[src/rtl/upc_pkg.sv]
package upc_pkg;

    ////////////////////////////////////////////////////////////////////////////
    // Bus geometry and register indices.
    localparam int UPC_ADDR_W   = 12;
    localparam int UPC_NREG     = 6;
    localparam int UPC_NBYTE    = 4;
    localparam int UPC_IDX_TRIM = 0;
    localparam int UPC_IDX_MODE = 1;
    localparam int UPC_IDX_SCR0 = 2;
    localparam int UPC_IDX_SCR3 = 5;

    // Byte offsets, one aligned word each.
    localparam logic [UPC_ADDR_W-1:0] UPC_OFF_TRIM = 12'h0C0;
    localparam logic [UPC_ADDR_W-1:0] UPC_OFF_MODE = 12'h0C4;
    localparam logic [UPC_ADDR_W-1:0] UPC_OFF_SCR0 = 12'h0D0;
    localparam logic [UPC_ADDR_W-1:0] UPC_OFF_SCR1 = 12'h0D4;
    localparam logic [UPC_ADDR_W-1:0] UPC_OFF_SCR2 = 12'h0D8;
    localparam logic [UPC_ADDR_W-1:0] UPC_OFF_SCR3 = 12'h0DC;
    localparam logic [UPC_ADDR_W-1:0] UPC_REG_OFF [UPC_NREG] = '{
        UPC_OFF_TRIM, UPC_OFF_MODE, UPC_OFF_SCR0, UPC_OFF_SCR1, UPC_OFF_SCR2, UPC_OFF_SCR3};

    // Writable bits per word; every other bit is reserved and reads zero.
    localparam logic [31:0] UPC_MASK_TRIM = 32'hFFF8_777F;
    localparam logic [31:0] UPC_MASK_MODE = 32'h001F_FFFF;
    localparam logic [31:0] UPC_MASK_SCR  = 32'hFFFF_FFFF;
    localparam logic [31:0] UPC_REG_MASK [UPC_NREG] = '{
        UPC_MASK_TRIM, UPC_MASK_MODE, UPC_MASK_SCR, UPC_MASK_SCR, UPC_MASK_SCR, UPC_MASK_SCR};

    // Reset values per word.
    localparam logic [31:0] UPC_RST_TRIM = 32'h0308_301C;
    localparam logic [31:0] UPC_RST_MODE = 32'h0000_0000;
    localparam logic [31:0] UPC_RST_SCR  = 32'h0000_0000;
    localparam logic [31:0] UPC_REG_RST [UPC_NREG] = '{
        UPC_RST_TRIM, UPC_RST_MODE, UPC_RST_SCR, UPC_RST_SCR, UPC_RST_SCR, UPC_RST_SCR};

    ////////////////////////////////////////////////////////////////////////////
    // Field positions in the trim word.
    localparam int UPC_T_LF_HI  = 31;
    localparam int UPC_T_LF_LO  = 30;
    localparam int UPC_T_CP_HI  = 29;
    localparam int UPC_T_CP_LO  = 28;
    localparam int UPC_T_SW_HI  = 27;
    localparam int UPC_T_SW_LO  = 26;
    localparam int UPC_T_CUR_HI = 25;
    localparam int UPC_T_CUR_LO = 24;
    localparam int UPC_T_PE_HI  = 23;
    localparam int UPC_T_PE_LO  = 21;
    localparam int UPC_T_PE_EN  = 20;
    localparam int UPC_T_CLKSRC = 19;
    localparam int UPC_T_SQ_HI  = 14;
    localparam int UPC_T_SQ_LO  = 12;
    localparam int UPC_T_HD_HI  = 10;
    localparam int UPC_T_HD_LO  = 8;
    localparam int UPC_T_PWR    = 6;
    localparam int UPC_T_OSC    = 5;
    localparam int UPC_T_PLL    = 4;
    localparam int UPC_T_VB0    = 3;
    localparam int UPC_T_ID0    = 2;
    localparam int UPC_T_VB1    = 1;
    localparam int UPC_T_ID1    = 0;

    // Field positions in the mode word.
    localparam int UPC_M_VLD    = 20;
    localparam int UPC_M_VC_HI  = 19;
    localparam int UPC_M_VC_LO  = 15;
    localparam int UPC_M_XS_HI  = 14;
    localparam int UPC_M_XS_LO  = 13;
    localparam int UPC_M_TERM   = 12;
    localparam int UPC_M_SUSP   = 11;
    localparam int UPC_M_OM_HI  = 10;
    localparam int UPC_M_OM_LO  = 9;
    localparam int UPC_M_DPPD   = 8;
    localparam int UPC_M_DMPD   = 7;
    localparam int UPC_M_STF_LO = 6;
    localparam int UPC_M_STF_HI = 5;
    localparam int UPC_M_SER    = 4;
    localparam int UPC_M_TXEN   = 3;
    localparam int UPC_M_TXD    = 2;
    localparam int UPC_M_SE0    = 1;
    localparam int UPC_M_CEN    = 0;

    // Transceiver selection and operating modes, in encoding order.
    typedef enum logic [1:0] {UPC_XCVR_HS, UPC_XCVR_FS, UPC_XCVR_LS, UPC_XCVR_LS_ON_FS} upc_xcvr_t;
    typedef enum logic [1:0] {UPC_OPM_NORMAL, UPC_OPM_NODRIVE, UPC_OPM_RAW, UPC_OPM_NOFRAME} upc_opm_t;

endpackage : upc_pkg

[src/rtl/upc_req_if.sv]
`timescale 1ns/10ps
interface upc_req_if;
    import upc_pkg::*;
    logic                wr_en;
    logic [UPC_NREG-1:0] sel;
    logic [31:0]         wdata;
    logic [31:0]         wmask;
    logic [31:0]         rdata;
    modport front (output wr_en, sel, wdata, wmask, input rdata);
    modport bank  (input wr_en, sel, wdata, wmask, output rdata);
endinterface : upc_req_if

[src/rtl/upc_apb_front.sv]
`timescale 1ns/10ps
module upc_apb_front (
    // Clock and reset.
    input  wire logic                           pclk,
    input  wire logic                           presetn,
    // APB slave side.
    input  wire logic                           psel,
    input  wire logic                           penable,
    input  wire logic                           pwrite,
    input  wire logic [upc_pkg::UPC_ADDR_W-1:0] paddr,
    input  wire logic [31:0]                    pwdata,
    input  wire logic [3:0]                     pstrb,
    output logic      [31:0]                    prdata,
    output logic                                pready,
    output logic                                pslverr,
    // Register bank side.
    upc_req_if.front                            req
);
    import upc_pkg::*;

    logic        setup_w;
    logic        access_w;
    logic        hit_w;
    logic [31:0] prdata_q;
    logic        miss_q;

    ////////////////////////////////////////////////////////////////////////////
    // Address decode and byte-lane expansion.
    genvar gi;
    generate
        for (gi = 0; gi < UPC_NREG; gi++) begin : g_sel
            assign req.sel[gi] = (paddr == UPC_REG_OFF[gi]);
        end
        for (gi = 0; gi < UPC_NBYTE; gi++) begin : g_lane
            assign req.wmask[gi*8 +: 8] = {8{pstrb[gi]}};
        end
    endgenerate

    // Phases of a transfer; no wait states are ever inserted.
    assign setup_w   = psel & ~penable;
    assign access_w  = psel & penable;
    assign hit_w     = |req.sel;
    assign req.wr_en = access_w & pwrite & hit_w;
    assign req.wdata = pwdata;
    assign pready    = 1'b1;
    assign pslverr   = access_w & miss_q;
    assign prdata    = prdata_q;

    // Read data and the miss flag are caught in the setup cycle.
    always_ff @(posedge pclk or negedge presetn) begin
        if (!presetn) begin
            prdata_q <= 32'h0000_0000;
            miss_q   <= 1'b0;
        end else if (setup_w) begin
            prdata_q <= (hit_w && !pwrite) ? req.rdata : 32'h0000_0000;
            miss_q   <= ~hit_w;
        end
    end

endmodule : upc_apb_front

[src/rtl/upc_usb_phy_ctrl.sv]
// How it works
// - Mode word bits 14:13 select HS, FS, LS, or LS packets on FS.
// - Mode word bit 12 picks HS termination at 0, FS at 1; resets 0.
// - Bits 10:9 select normal, non-driving, raw coding, or normal without framing.
// - Suspend bit 11 is active low and resets 0, so suspend holds.
// - Vendor bus from bits 19:15, active-low load from bit 20; both reset 0.
// - Bit 8 connects the plus-line pull-down when 1; resets 0.
// - Bit 7 connects the minus-line pull-down when 1; resets 0.
// - Bit 6 stuffs the low byte; bit 5 the high byte in 16-bit mode.
// - Bit 4 sends FS and LS packets parallel at 0, serial at 1.
// - Serial path gets enable low from bit 3, data bit 2, SE0 bit 1.
// - Bit 0 enables the register-driven controls; resets 0.
// - Trim word bit 6 flags digital power ready; resets 0.
// - Trim word bit 5 enables the oscillator clock output; resets 0.
// - Trim word bit 4 keeps the PLL alive in suspend; resets 1.
// - Bits 3:2 feed controller 0 VBUS and ID, reset 1; bits 1:0 controller 1, reset 0.
// - Trim word bit 19 picks crystal at 0, external core clock at 1; resets 1.
// - Bit 20 enables pre-emphasis, bits 23:21 set strength; all reset 0.
// - Bits 25:24 give the HS transmit current code; both reset 1.
// - Trim bits 14:12 give the squelch reference, resetting to 011.
// - Trim bits 10:8 give the disconnect reference; reset 0.
// - PLL and swing trims on bits 30 to 26 reset 0.
// - Four scratch words at 0xD0 to 0xDC, read/write, reset 0, no effect.
`timescale 1ns/10ps
module upc_usb_phy_ctrl (
    // Clock and reset.
    input  wire logic                           pclk,
    input  wire logic                           presetn,
    // APB slave.
    input  wire logic                           psel,
    input  wire logic                           penable,
    input  wire logic                           pwrite,
    input  wire logic [upc_pkg::UPC_ADDR_W-1:0] paddr,
    input  wire logic [31:0]                    pwdata,
    input  wire logic [3:0]                     pstrb,
    output logic      [31:0]                    prdata,
    output logic                                pready,
    output logic                                pslverr,
    // Transceiver analog trims.
    output logic                                loop_filter_trim_hi,
    output logic                                loop_filter_trim,
    output logic      [1:0]                     charge_pump_trim,
    output logic      [1:0]                     output_swing,
    output logic      [1:0]                     tx_current_code,
    output logic      [2:0]                     preemphasis_strength,
    output logic                                preemphasis_enable,
    output logic                                transceiver_clock_source,
    output logic      [2:0]                     squelch_ref,
    output logic      [2:0]                     disconnect_ref,
    // Transceiver power and clocking.
    output logic                                digital_power_ready,
    output logic                                osc_clock_out_enable,
    output logic                                pll_keep_alive,
    // OTG controller straps.
    output logic                                ctrl0_vbus_in,
    output logic                                ctrl0_id_in,
    output logic                                ctrl1_vbus_in,
    output logic                                ctrl1_id_in,
    // Transceiver mode overrides.
    output logic                                vendor_load_n,
    output logic      [4:0]                     vendor_ctrl,
    output upc_pkg::upc_xcvr_t                  xcvr_select,
    output logic                                term_select,
    output logic                                suspend_n,
    output upc_pkg::upc_opm_t                   op_mode,
    output logic                                dp_pulldown,
    output logic                                dm_pulldown,
    output logic                                tx_stuff_lo,
    output logic                                tx_stuff_hi,
    output logic                                serial_mode,
    output logic                                slow_tx_enable_n,
    output logic                                slow_tx_data,
    output logic                                slow_tx_force_se0,
    output logic                                control_enable
);
    import upc_pkg::*;

    ////////////////////////////////////////////////////////////////////////////
    // Bus front end.
    upc_req_if req ();

    upc_apb_front u_front (
        .pclk    (pclk),
        .presetn (presetn),
        .psel    (psel),
        .penable (penable),
        .pwrite  (pwrite),
        .paddr   (paddr),
        .pwdata  (pwdata),
        .pstrb   (pstrb),
        .prdata  (prdata),
        .pready  (pready),
        .pslverr (pslverr),
        .req     (req.front)
    );

    ////////////////////////////////////////////////////////////////////////////
    // Register storage: two control words and four scratch words.
    logic [31:0] reg_q   [UPC_NREG];
    logic [31:0] reg_d   [UPC_NREG];
    logic [31:0] reg_mrg [UPC_NREG];
    logic [31:0] rd_term [UPC_NREG];
    logic [31:0] rd_or;
    logic [31:0] trim_w;
    logic [31:0] mode_w;

    genvar gi;
    generate
        for (gi = 0; gi < UPC_NREG; gi++) begin : g_reg
            // Merge enabled byte lanes, then clear the reserved bits.
            assign reg_mrg[gi] = (reg_q[gi] & ~req.wmask) | (req.wdata & req.wmask);
            assign reg_d[gi]   = (req.wr_en && req.sel[gi]) ? (reg_mrg[gi] & UPC_REG_MASK[gi])
                                                            : reg_q[gi];
            assign rd_term[gi] = req.sel[gi] ? reg_q[gi] : 32'h0000_0000;

            // Each word holds its value until a write lands on it.
            always_ff @(posedge pclk or negedge presetn) begin
                if (!presetn) begin
                    reg_q[gi] <= UPC_REG_RST[gi];
                end else begin
                    reg_q[gi] <= reg_d[gi];
                end
            end
        end
    endgenerate

    // Read data is the OR of the one selected word.
    always_comb begin
        rd_or = 32'h0000_0000;
        for (int i = 0; i < UPC_NREG; i++) begin
            rd_or = rd_or | rd_term[i];
        end
    end

    assign req.rdata = rd_or;
    assign trim_w    = reg_q[UPC_IDX_TRIM];
    assign mode_w    = reg_q[UPC_IDX_MODE];

    ////////////////////////////////////////////////////////////////////////////
    // Trim word fields drive the transceiver continuously.
    assign loop_filter_trim_hi      = trim_w[UPC_T_LF_HI];
    assign loop_filter_trim         = trim_w[UPC_T_LF_LO];
    assign charge_pump_trim         = trim_w[UPC_T_CP_HI:UPC_T_CP_LO];
    assign output_swing             = trim_w[UPC_T_SW_HI:UPC_T_SW_LO];
    assign tx_current_code          = trim_w[UPC_T_CUR_HI:UPC_T_CUR_LO];
    assign preemphasis_strength     = trim_w[UPC_T_PE_HI:UPC_T_PE_LO];
    assign preemphasis_enable       = trim_w[UPC_T_PE_EN];
    assign transceiver_clock_source = trim_w[UPC_T_CLKSRC];
    assign squelch_ref              = trim_w[UPC_T_SQ_HI:UPC_T_SQ_LO];
    assign disconnect_ref           = trim_w[UPC_T_HD_HI:UPC_T_HD_LO];
    assign digital_power_ready      = trim_w[UPC_T_PWR];
    assign osc_clock_out_enable     = trim_w[UPC_T_OSC];
    assign pll_keep_alive           = trim_w[UPC_T_PLL];

    // Controller straps come from the low trim bits.
    assign ctrl0_vbus_in = trim_w[UPC_T_VB0];
    assign ctrl0_id_in   = trim_w[UPC_T_ID0];
    assign ctrl1_vbus_in = trim_w[UPC_T_VB1];
    assign ctrl1_id_in   = trim_w[UPC_T_ID1];

    ////////////////////////////////////////////////////////////////////////////
    // Mode word fields drive the transceiver overrides continuously.
    assign vendor_load_n     = mode_w[UPC_M_VLD];
    assign vendor_ctrl       = mode_w[UPC_M_VC_HI:UPC_M_VC_LO];
    assign xcvr_select       = upc_xcvr_t'(mode_w[UPC_M_XS_HI:UPC_M_XS_LO]);
    assign term_select       = mode_w[UPC_M_TERM];
    assign suspend_n         = mode_w[UPC_M_SUSP];
    assign op_mode           = upc_opm_t'(mode_w[UPC_M_OM_HI:UPC_M_OM_LO]);
    assign dp_pulldown       = mode_w[UPC_M_DPPD];
    assign dm_pulldown       = mode_w[UPC_M_DMPD];
    assign tx_stuff_lo       = mode_w[UPC_M_STF_LO];
    assign tx_stuff_hi       = mode_w[UPC_M_STF_HI];
    assign serial_mode       = mode_w[UPC_M_SER];
    assign slow_tx_enable_n  = mode_w[UPC_M_TXEN];
    assign slow_tx_data      = mode_w[UPC_M_TXD];
    assign slow_tx_force_se0 = mode_w[UPC_M_SE0];
    assign control_enable    = mode_w[UPC_M_CEN];

    ////////////////////////////////////////////////////////////////////////////
    // Checks: writes reach the outputs one edge later, reset values hold.
    logic seen_q;
    logic wr_trim;
    logic wr_mode;
    logic wr_scr0;

    // Marks the first clock edge after reset release.
    always_ff @(posedge pclk or negedge presetn) begin
        if (!presetn) begin
            seen_q <= 1'b0;
        end else begin
            seen_q <= 1'b1;
        end
    end

    assign wr_trim = req.wr_en & req.sel[UPC_IDX_TRIM];
    assign wr_mode = req.wr_en & req.sel[UPC_IDX_MODE];
    assign wr_scr0 = req.wr_en & req.sel[UPC_IDX_SCR0];
endmodule : upc_usb_phy_ctrl

[config.mk]
export PLATFORM = sky130hd
export DESIGN_NAME = upc_usb_phy_ctrl
export DESIGN_NICKNAME = d
export VERILOG_FILES = /design/src/rtl/upc_pkg.sv /design/src/rtl/upc_req_if.sv /design/src/rtl/upc_apb_front.sv /design/src/rtl/upc_usb_phy_ctrl.sv
export SDC_FILE = /design/constraint.sdc
export NUM_CORES = 1
export LEC_CHECK = 0
export ABC_AREA = 1
export ABC_CLOCK_PERIOD_IN_PS = 1900
export BUFFER_PORTS_ARGS = -buffer_cell sky130_fd_sc_hd__buf_2
export CAP_MARGIN = 20
export CORE_AREA = 2 2 222 202
export DETAILED_ROUTE_END_ITERATION = 12
export DIE_AREA = 0 0 224 204
export PLACE_DENSITY = 0.4
export SYNTH_ARGS = -nofsm -noshare
export SYNTH_HDL_FRONTEND = slang
export SYNTH_SLANG_ARGS = --single-unit
[constraint.sdc]
create_clock -name pclk -period 1.9 [get_ports pclk]
set_input_delay 0.19 -clock pclk [delete_from_list [all_inputs] [get_ports pclk]]
set_output_delay 0.19 -clock pclk [all_outputs]
set_load 0.1 [all_outputs]
==> results of run 1 <==
## kinds of logic (layout without fill, tap and decap cells)
logic type             after synthesis  count (layout)
AO/OA/AOI/OAI                       68              68
buffers and inverters              141             342
flip-flops                         208             208
other                                1               1
AND/OR/NAND/NOR                    852             852
## final timing paths
path	end	cells past startpoint	startpoint	slack [ns]
max	transceiver_clock_source	1	register	0.17
min	register	3	pstrb[2]	0.04
max reg2reg	u_front.prdata[8]	7	register	0.78
min reg2reg	u_front.prdata[27]	2	u_front.prdata[27]	0.47
max in group asynchronous	asynchronous set/reset pin	3	presetn	1.15
min in group asynchronous	asynchronous set/reset pin	2	presetn	0.08
## power by group through the flow
stage	Combinational, µW	Clock [µW]	Sequential (µW)
floorplan	106	0	4520
global placement	387	0	4520
detailed placement	384	0	4520
CTS	441	5330	4440
global route	474	5520	4430
finish	427	5180	4440
## placed cells by master (no fill, tap or decap), types with 3 or more instances in the layout
cell type	netlist	routed
nand2_1	676	676
dfrtp_1	200	200
buf_2	21	131
nand3_1	96	96
inv_1	67	67
o21ai_0	56	56
buf_4	29	40
dlygate4sd3_1	0	34
clkbuf_16	0	27
nor2_1	23	22
buf_12	0	22
nand4_1	19	19
nor2_4	16	17
a21oi_1	9	9
nand4_2	9	9
dfstp_2	8	8
clkbuf_1	17	6
clkbuf_8	0	6
nand3_4	4	4
clkinv_2	0	4
nor2_2	3	3
and2_1	3	3
o21ai_1	3	3
bufinv_16	0	3
## metal layers
| layer | up-vias | track usage (%) | routed length, µm |
|---|---|---|---|
| li1 | 4330 | - | - |
| met1 | 4157 | 22.05 | 17010 |
| met2 | 163 | 23.79 | 15080 |
| met3 | 36 | 2.228 | 1604 |
| met4 | 2 | 2.905 | 476 |
| met5 | - | 0 | 11 |
## final cells by class
| type | instances | area (µm²) | share of cell area, % |
|---|---|---|---|
| clock buffers | 38 | 767.0 | 5.982 |
| clock inverters | 8 | 118.9 | 0.9271 |
| inverters | 68 | 255.2 | 1.991 |
| multi-input cells | 921 | 4011 | 31.29 |
| flip-flops and latches | 208 | 5215 | 40.68 |
| well taps | 562 | 703.2 | 5.485 |
| repair buffers | 228 | 1750 | 13.65 |
## per-stage QoR
step / instance area [µm²] / TNS [ns]
after floorplan: 9915 / 0
after global placement: 11590 / -0.3015
after detailed placement: 11590 / -1.509
after CTS: 12820 / 0
after global routing: 12820 / 0
final: 12820 / 0
==> qor.csv, run 1 <==
metric;value;unit
Yosys top cell by area;dfrtp_1;
Adder-Cell Fraction of Synth Area;0;%
Ant. Diodes;0;
Port Buf Inserts;132;
sequential power share;44.2;%
kind of critical path;register to primary output;
Net Switching;2300;µW
post-synthesis sequential area ratio;52.60;%
Critical Path Slowest Stage Cell;dfstp_2;
All-Layer GR Usage;15.11;%
yosys warns;0;
compound-gate portion of the synthesized area;3.433;%
Worst VDD drop;0.5351;mV
initial core utilization;22.76;%
die area;45700;µm²
dpl ws;-0.07809;ns
Final Core Density;29.43;%
# Post-CTS Setup Buffers;0;
drt via density;4.273;
buffer depth of the longest clock path;3;
final WL;34180;µm
switching share of power;22.90;%
Post-Synth Simple-Gate Area;36.91;%
unrepaired setup endpoints after global routing;false;
wire per inst;16.81;µm
Worst-Margin Slew;0.5400;ns
Synth Register Bits;208;
time the worst path needs with I/O delays and setup;1.734;ns
status;completed;
initial antenna violation count;1;
DRT Pass-1 Iters;5;
Clock Skews;0.01210;ns
DP Cell Count;1953;
CP max stage delay;0.57;ns
leak pwr;0.007023;µW
synth cell count leaders;nand2_1 (676), dfrtp_1 (200), nand3_1 (96);
arrival time at the worst endpoint;1.54;ns
Final setup viols;0;
crit-path leading delay family;flip-flops;
CP cell instances;buf_2;
Final period util;91.25;%
via count;8688;
first-pass GRT wire length;53530;µm
Startpoint Class;register;
PD cells;783.5;nW/µm²
area grow syn2layout;29.32;%
Fmax;576.8;MHz
syn nets;1323;
Cells after Synth;1270;
Fin. Hold Viols;0;
min setup slack post-route;0.1662;ns
post-synth top area share;50.48;%
Post-Synth XOR/XNOR Area;0;%
non-filler cells, final;2033;
most common cell in the netlist;nand2_1;
Num CTS Buffers;26;
worst-path maximum fanout;3;
worst hold path class;input port to register;
clock sink total;208;
die height;204;µm
Clock Tree Root;clkbuf_16;
CP bufs+invs;1;
average size of a mapped cell;7.807;µm²
Max Cap Viol;0;
fin. max-slew vios;0;
EDFF count, synth;0;
Post-CTS Hold Buffers;34;
clock share of power;51.6;%
Int Pwr;7746;µW
most common flop cell mapped by yosys;dfrtp_1;
grt ovf;0;
largest family of logic cells by synthesized area;simple AND/OR/NAND/NOR gates;
Core Region;43570;µm²
Comb pwr share;4.2;%
worst path required time;1.71;ns
Worst setup EP type;primary output;
vias in the first global route;8758;
worst rel slew slack;64.24;%
clock latency on the worst-skew pair;0.53;ns
residual DRC count;0;
Site Rows;73;
top post-synthesis cells by area;dfrtp_1 (50%), nand2_1 (26%), nand3_1 (4.8%), o21ai_0 (2.8%), inv_1 (2.5%);
die width;224;µm
largest net degree at the start of global routing;69;
Unique masters post-synth;26;
hpwl dp;23900;µm
multiplexer share of the synthesized area;0;%
Post-Synthesis Cell Area;9915;µm²
Nets;1506;
fillers;4662;
I/O pin count;134;
drt initial violations;612;
Final Power;10050;µW
PostCTS Resize Cnt;0;
asr flop ratio synth;100.0;%
Clk pin slew, worst setup/hold paths;0.06;ns
CTS tree;done;
# H-tree levels;1;
Placer Congestion;0.7719;
Antenna Nets Post-Route;0;
share of cells above drive strength 1;18.90;%
Fin Hold WS;0.03880;ns
Power figures use the tool's default switching activity.
==> run 2: changes to the inputs <==
ABC_AREA = unset   (was 1)
CORE_AREA = 2 2 218 198   (was 2 2 222 202)
DIE_AREA = 0 0 220 200   (was 0 0 224 204)
==> run 2 against run 1 <==
Largest cell class unchanged. Clock power shrank 4.2%. Combinational power grew 21%. Register-to-register slack lost 0.22 ns. Critical path depth grew 7.
==> qor.csv, run 2 <==
metric;value;unit
kind of critical path;input port to register;
Max Cap Viol;0;
PD cells;767.5;nW/µm²
Clock Skews;0.008970;ns
CP cell instances;buf_2 > or4_4 > buf_4 > nor4_4 > nand3_2 > nor3_4 > buf_12 > mux2_4;
Int Pwr;7672;µW
global routing usage on met1;19.91;%
crit path from;paddr[9];
leak pwr;0.006148;µW
CTS tree;done;
Comb pwr share;5.2;%
yosys warns;0;
Nets;979;
Critical Path Slowest Stage Cell;or4_4;
die area;44000;µm²
dpl ws;-0.4196;ns
post-synthesis sequential area ratio;54.96;%
setup TNS;0;ns
fin. max-slew vios;0;
wire per inst;20.40;µm
Unique masters post-synth;51;
die width;220;µm
Worst setup EP type;register;
most common flop cell mapped by yosys;dfrtp_1;
Ant. Diodes;0;
die height;200;µm
drt via density;4.423;
asr flop ratio synth;100.0;%
hold wc startpoint;pwdata[9];
Clk pin slew, worst setup/hold paths;0.06;ns
switching share of power;22.60;%
via count;6595;
hpwl dp;21760;µm
sequential power share;44.8;%
average size of a mapped cell;13.67;µm²
most common cell in the netlist;dfrtp_1;
Site Rows;71;
Antenna Nets Post-Route;0;
# H-tree levels;1;
Yosys top cell by area;dfrtp_1;
Reg2Reg Setup Slack;0.56;ns
most frequent cells in the layout;dfrtp_1 (200), mux2_2 (141), buf_2 (131);
worst path required time;2.31;ns
Synth Register Bits;208;
Cells after Synth;694;
grt ovf;0;
# Post-CTS Setup Buffers;0;
initial antenna violation count;0;
CP max stage delay;0.60;ns
met3 Resource Use GR;2.530;%
min setup slack post-route;0.1205;ns
Core Region;41570;µm²
residual DRC count;0;
Worst VDD drop;0.4254;mV
Final Core Density;31.07;%
Fin. Hold Viols;0;
worst hold path class;input port to register;
drt initial violations;340;
Startpoint Class;input port;
I/O pin count;134;
buffer depth of the longest clock path;3;
Clock Tree Root;clkbuf_16;
Placer Congestion;0.7475;
M2 GR Usage;22.93;%
unrepaired setup endpoints after global routing;false;
clock sink total;208;
status;completed;
Num CTS Buffers;25;
largest net degree at the start of global routing;48;
time the worst path needs with I/O delays and setup;1.779;ns
worst-path maximum fanout;6;
area grow syn2layout;36.12;%
Fmax;562.0;MHz
Net Switching;2241;µW
DRT Pass-1 Iters;4;
commonest non-fill, non-tap cell in the layout;dfrtp_1;
Final setup viols;0;
PostCTS Resize Cnt;0;
share of cells above drive strength 1;54.56;%
synth cell count leaders;dfrtp_1 (200), mux2_2 (184), nand2_1 (30), o21ai_0 (30), a22oi_1 (27);
initial core utilization;22.82;%
Top Usage Layer GRT;met2;
top post-synthesis cells by area;dfrtp_1 (53%), mux2_2 (22%), mux4_2 (2.6%), dfstp_2 (2.2%), a22oi_1 (2.1%);
Post-CTS Hold Buffers;32;
syn nets;747;
Post-Synthesis Cell Area;9489;µm²
DP Area;11750;µm²
Fin Hold WS;0.02713;ns
All-Layer GR Usage;14.12;%
Final period util;93.66;%
Worst-Margin Slew;0.6778;ns
post-synth top area share;52.74;%
clock latency on the worst-skew pair;0.53;ns
clock share of power;50.0;%
Port Buf Inserts;132;
arrival time at the worst endpoint;2.18;ns
first-pass GRT wire length;45880;µm
final WL;30420;µm
vias in the first global route;7045;
Final Cell Area;12920;µm²
EDFF count, synth;0;
worst rel slew slack;54.65;%
## run 2: changes by cell type after synthesis, sizes merged, moves of 24 or more
cell   change
a22oi     +27
inv       -67
mux2     +192
nand2    -646
nand3     -80
nand4     -24
o21ai     -29
## run 2: worst max-delay path: cells and delay by family
| kind | cells | cell delay (ns) |
|---|---|---|
| multiplexers | 1 | 0.29 |
| AND/OR/NAND/NOR | 4 | 1.24 |
| buffers and inverters | 3 | 0.46 |
## run 2: area by class of cell
type / instances / area (µm²)
Tap cell: 547 / 684.4
Sequential cell: 208 / 5215
Multi-Input combinational cell: 428 / 4174
Timing Repair Buffer: 263 / 1996
Clock buffer: 36 / 726.9
Clock inverter: 9 / 120.1
Fill cell: 4254 / 28660
## run 2: per-stage QoR
stage / instances / power [µW]
after floorplan: 694 / 4653
after global placement: 1414 / 4996
after detailed placement: 1414 / 4997
after CTS: 1491 / 10080
after global routing: 1491 / 10300
final: 1491 / 9913
## run 2: layer usage
metal  up-vias  part of all wire [%]
met2       128                    47
li1       3033                     -
met3        39                   4.8
met4         0                   1.7
met5         -                     0
met1      3395                    47
## run 2: power groups by stage
stage	registers [µW]	logic (µW)	clock network, µW
after CTS	4440	534	5110
after floorplan	4520	135	0
final	4440	515	4960
after global placement	4520	479	0
after global routing	4430	570	5290
after detailed placement	4520	480	0
## run 2: logic make-up after synthesis
family	count (synthesis)	synth area share, %
DFF	208	54.96
muxes	212	26.66
AOI/OAI and AO/OA	98	7.199
and+or+nand+nor	117	7.450
other	1	0.03952
buffers and inverters	58	3.692
## run 2: path summary, 6_finish.rpt
kind                            cells after the start                          to
min in group asynchronous                           2  asynchronous set/reset pin
max in group asynchronous                           3  asynchronous set/reset pin
worst max register to register                      4           u_front.prdata[7]
worst min register to register                      2          u_front.prdata[28]
worst max-delay path                                8                    register
worst min-delay path                                2                    register
==> run 3: changes to the inputs <==
RECOVER_POWER = 50   (was unset)
==> run 3 against run 2 <==
Wire length up 0.24%. Register-to-register slack is essentially flat. Sequential cell count unchanged. Global-route usage stayed put. Non-clock buffer count stayed put. Sequential power hardly changed. Utilization fell by 0.12 points. Critical path type unchanged. Highest routed layer unchanged.
==> qor.csv, run 3 (synthesized netlist as in run 2, its figures left out) <==
metric;value;unit
initial antenna violation count;1;
Clock Skews;0.008951;ns
# Post-CTS Setup Buffers;0;
Clk pin slew, worst setup/hold paths;0.06;ns
wire per inst;20.45;µm
metal3 WL;1292;µm
All-Layer GR Usage;14.12;%
Reg2Reg Setup Slack;0.56;ns
Final setup viols;0;
Net Switching;2246;µW
I/O pin count;134;
Post-CTS Hold Buffers;32;
PD cells;770.4;nW/µm²
status;completed;
met2 wire length;14220;µm
Comb pwr share;5.1;%
CP max stage delay;0.60;ns
DP Area;11750;µm²
Final Cell Area;12870;µm²
clock sink total;208;
first-pass GRT wire length;45880;µm
sequential power share;44.8;%
Startpoint Class;input port;
time the worst path needs with I/O delays and setup;1.779;ns
# H-tree levels;1;
dpl ws;-0.4196;ns
worst path required time;2.30;ns
die height;200;µm
grt ovf;0;
CP cell instances;buf_2 > or4_4 > buf_4 > nor4_4 > nand3_2 > nor3_4 > buf_12 > mux2_4;
kind of critical path;input port to register;
worst-path maximum fanout;6;
highest routed layer;met4;
Int Pwr;7666;µW
DRT Pass-1 Iters;4;
share of cells above drive strength 1;54.03;%
Core Region;41570;µm²
PostCTS Resize Cnt;0;
switching share of power;22.66;%
Clock Tree Root;clkbuf_16;
buffer depth of the longest clock path;3;
die width;220;µm
Fin. Hold Viols;0;
drt initial violations;344;
vias in the first global route;7045;
Fmax;562.2;MHz
Site Rows;71;
area grow syn2layout;35.59;%
initial core utilization;22.82;%
Ant. Diodes;0;
residual DRC count;0;
min setup slack post-route;0.1213;ns
Fin Hold WS;0.02367;ns
unrepaired setup endpoints after global routing;false;
worst rel slew slack;10.57;%
largest net degree at the start of global routing;48;
hpwl dp;21760;µm
Max Cap Viol;0;
CTS tree;done;
leak pwr;0.006122;µW
Worst-Margin Slew;1.341;ns
met1 WL;14510;µm
fin. max-slew vios;0;
arrival time at the worst endpoint;2.18;ns
drt via density;4.439;
die area;44000;µm²
Nets;979;
Critical Path Slowest Stage Cell;or4_4;
via count;6619;
fillers;4262;
most frequent cells in the layout;dfrtp_1 (200), mux2_2 (141), buf_2 (129);
Final period util;93.62;%
Num CTS Buffers;25;
final WL;30490;µm
clock share of power;50.1;%
Worst setup EP type;register;
clock latency on the worst-skew pair;0.53;ns
worst hold path class;input port to register;
Antenna Nets Post-Route;0;
commonest non-fill, non-tap cell in the layout;dfrtp_1;
Placer Congestion;0.7475;
Worst VDD drop;0.4254;mV
Port Buf Inserts;132;
[run 3: changes by cell type in the layout (fill, tap and decap cells not counted)]
cell      previous run  this run
or2_1                5         3
buf_2              131       129
or2_0                0         2
clkbuf_2             0         9
buf_12              21        20
clkbuf_1             5         9
nor2_2               3         2
clkbuf_4             0         2
buf_4               78        66
nor2_1               7         8
clkbuf_8             7         6
buf_6                0         1
[run 3: area by class of cell]
class                           instances  area, µm²  area share [%]
Sequential cell                       208       5215           40.53
Multi-Input combinational cell        428       4172           32.42
Tap cell                              547      684.4           5.319
Timing Repair Buffer                  263       1948           15.14
Clock buffer                           36      726.9           5.650
Clock inverter                          9      120.1          0.9336
[run 3: final timing paths]
check                                    from                          to  depth (start not counted)
max in group asynchronous             presetn  asynchronous set/reset pin                          3
setup reg to reg                     register           u_front.prdata[7]                          4
hold reg to reg            u_front.prdata[28]          u_front.prdata[28]                          2
min in group asynchronous             presetn  asynchronous set/reset pin                          2
hold / removal                      pwdata[9]                    register                          2
setup / recovery                     paddr[9]                    register                          8
[run 3: per-layer routing]
metal	vias to the layer above	global-route usage (%)
met1	3411	19.91
met4	0	2.386
met2	134	22.93
li1	3038	-
met5	-	0
met3	36	2.530
[run 3: through the flow]
| stage | TNS (ns) | cells | power (µW) | util, % |
|---|---|---|---|---|
| after detailed placement | -43.06 | 1414 | 4997 | 28.26 |
| after floorplan | -11.89 | 694 | 4653 | - |
| final | 0 | 1491 | 9911 | 30.95 |
| after global placement | -42.65 | 1414 | 4996 | 28.26 |
| after CTS | 0 | 1491 | 10080 | 31.07 |
| after global routing | 0 | 1491 | 10290 | 30.95 |
[run 3: power groups by stage]
| stage | Sequential, µW | Clock, µW | Combinational [µW] |
|---|---|---|---|
| 2_1_floorplan | 4520 | 0 | 135 |
| 3_3_place_gp | 4520 | 0 | 479 |
| 3_5_place_dp | 4520 | 0 | 480 |
| 4_1_cts | 4440 | 5110 | 534 |
| 5_1_grt | 4430 | 5290 | 563 |
| 6_report | 4440 | 4970 | 507 |
[run 3: critical path, delay by kind of cell]
family        cells  cell delay [ns]
simple gates      4             1.24
mux               1             0.29
buf+inv           3             0.46
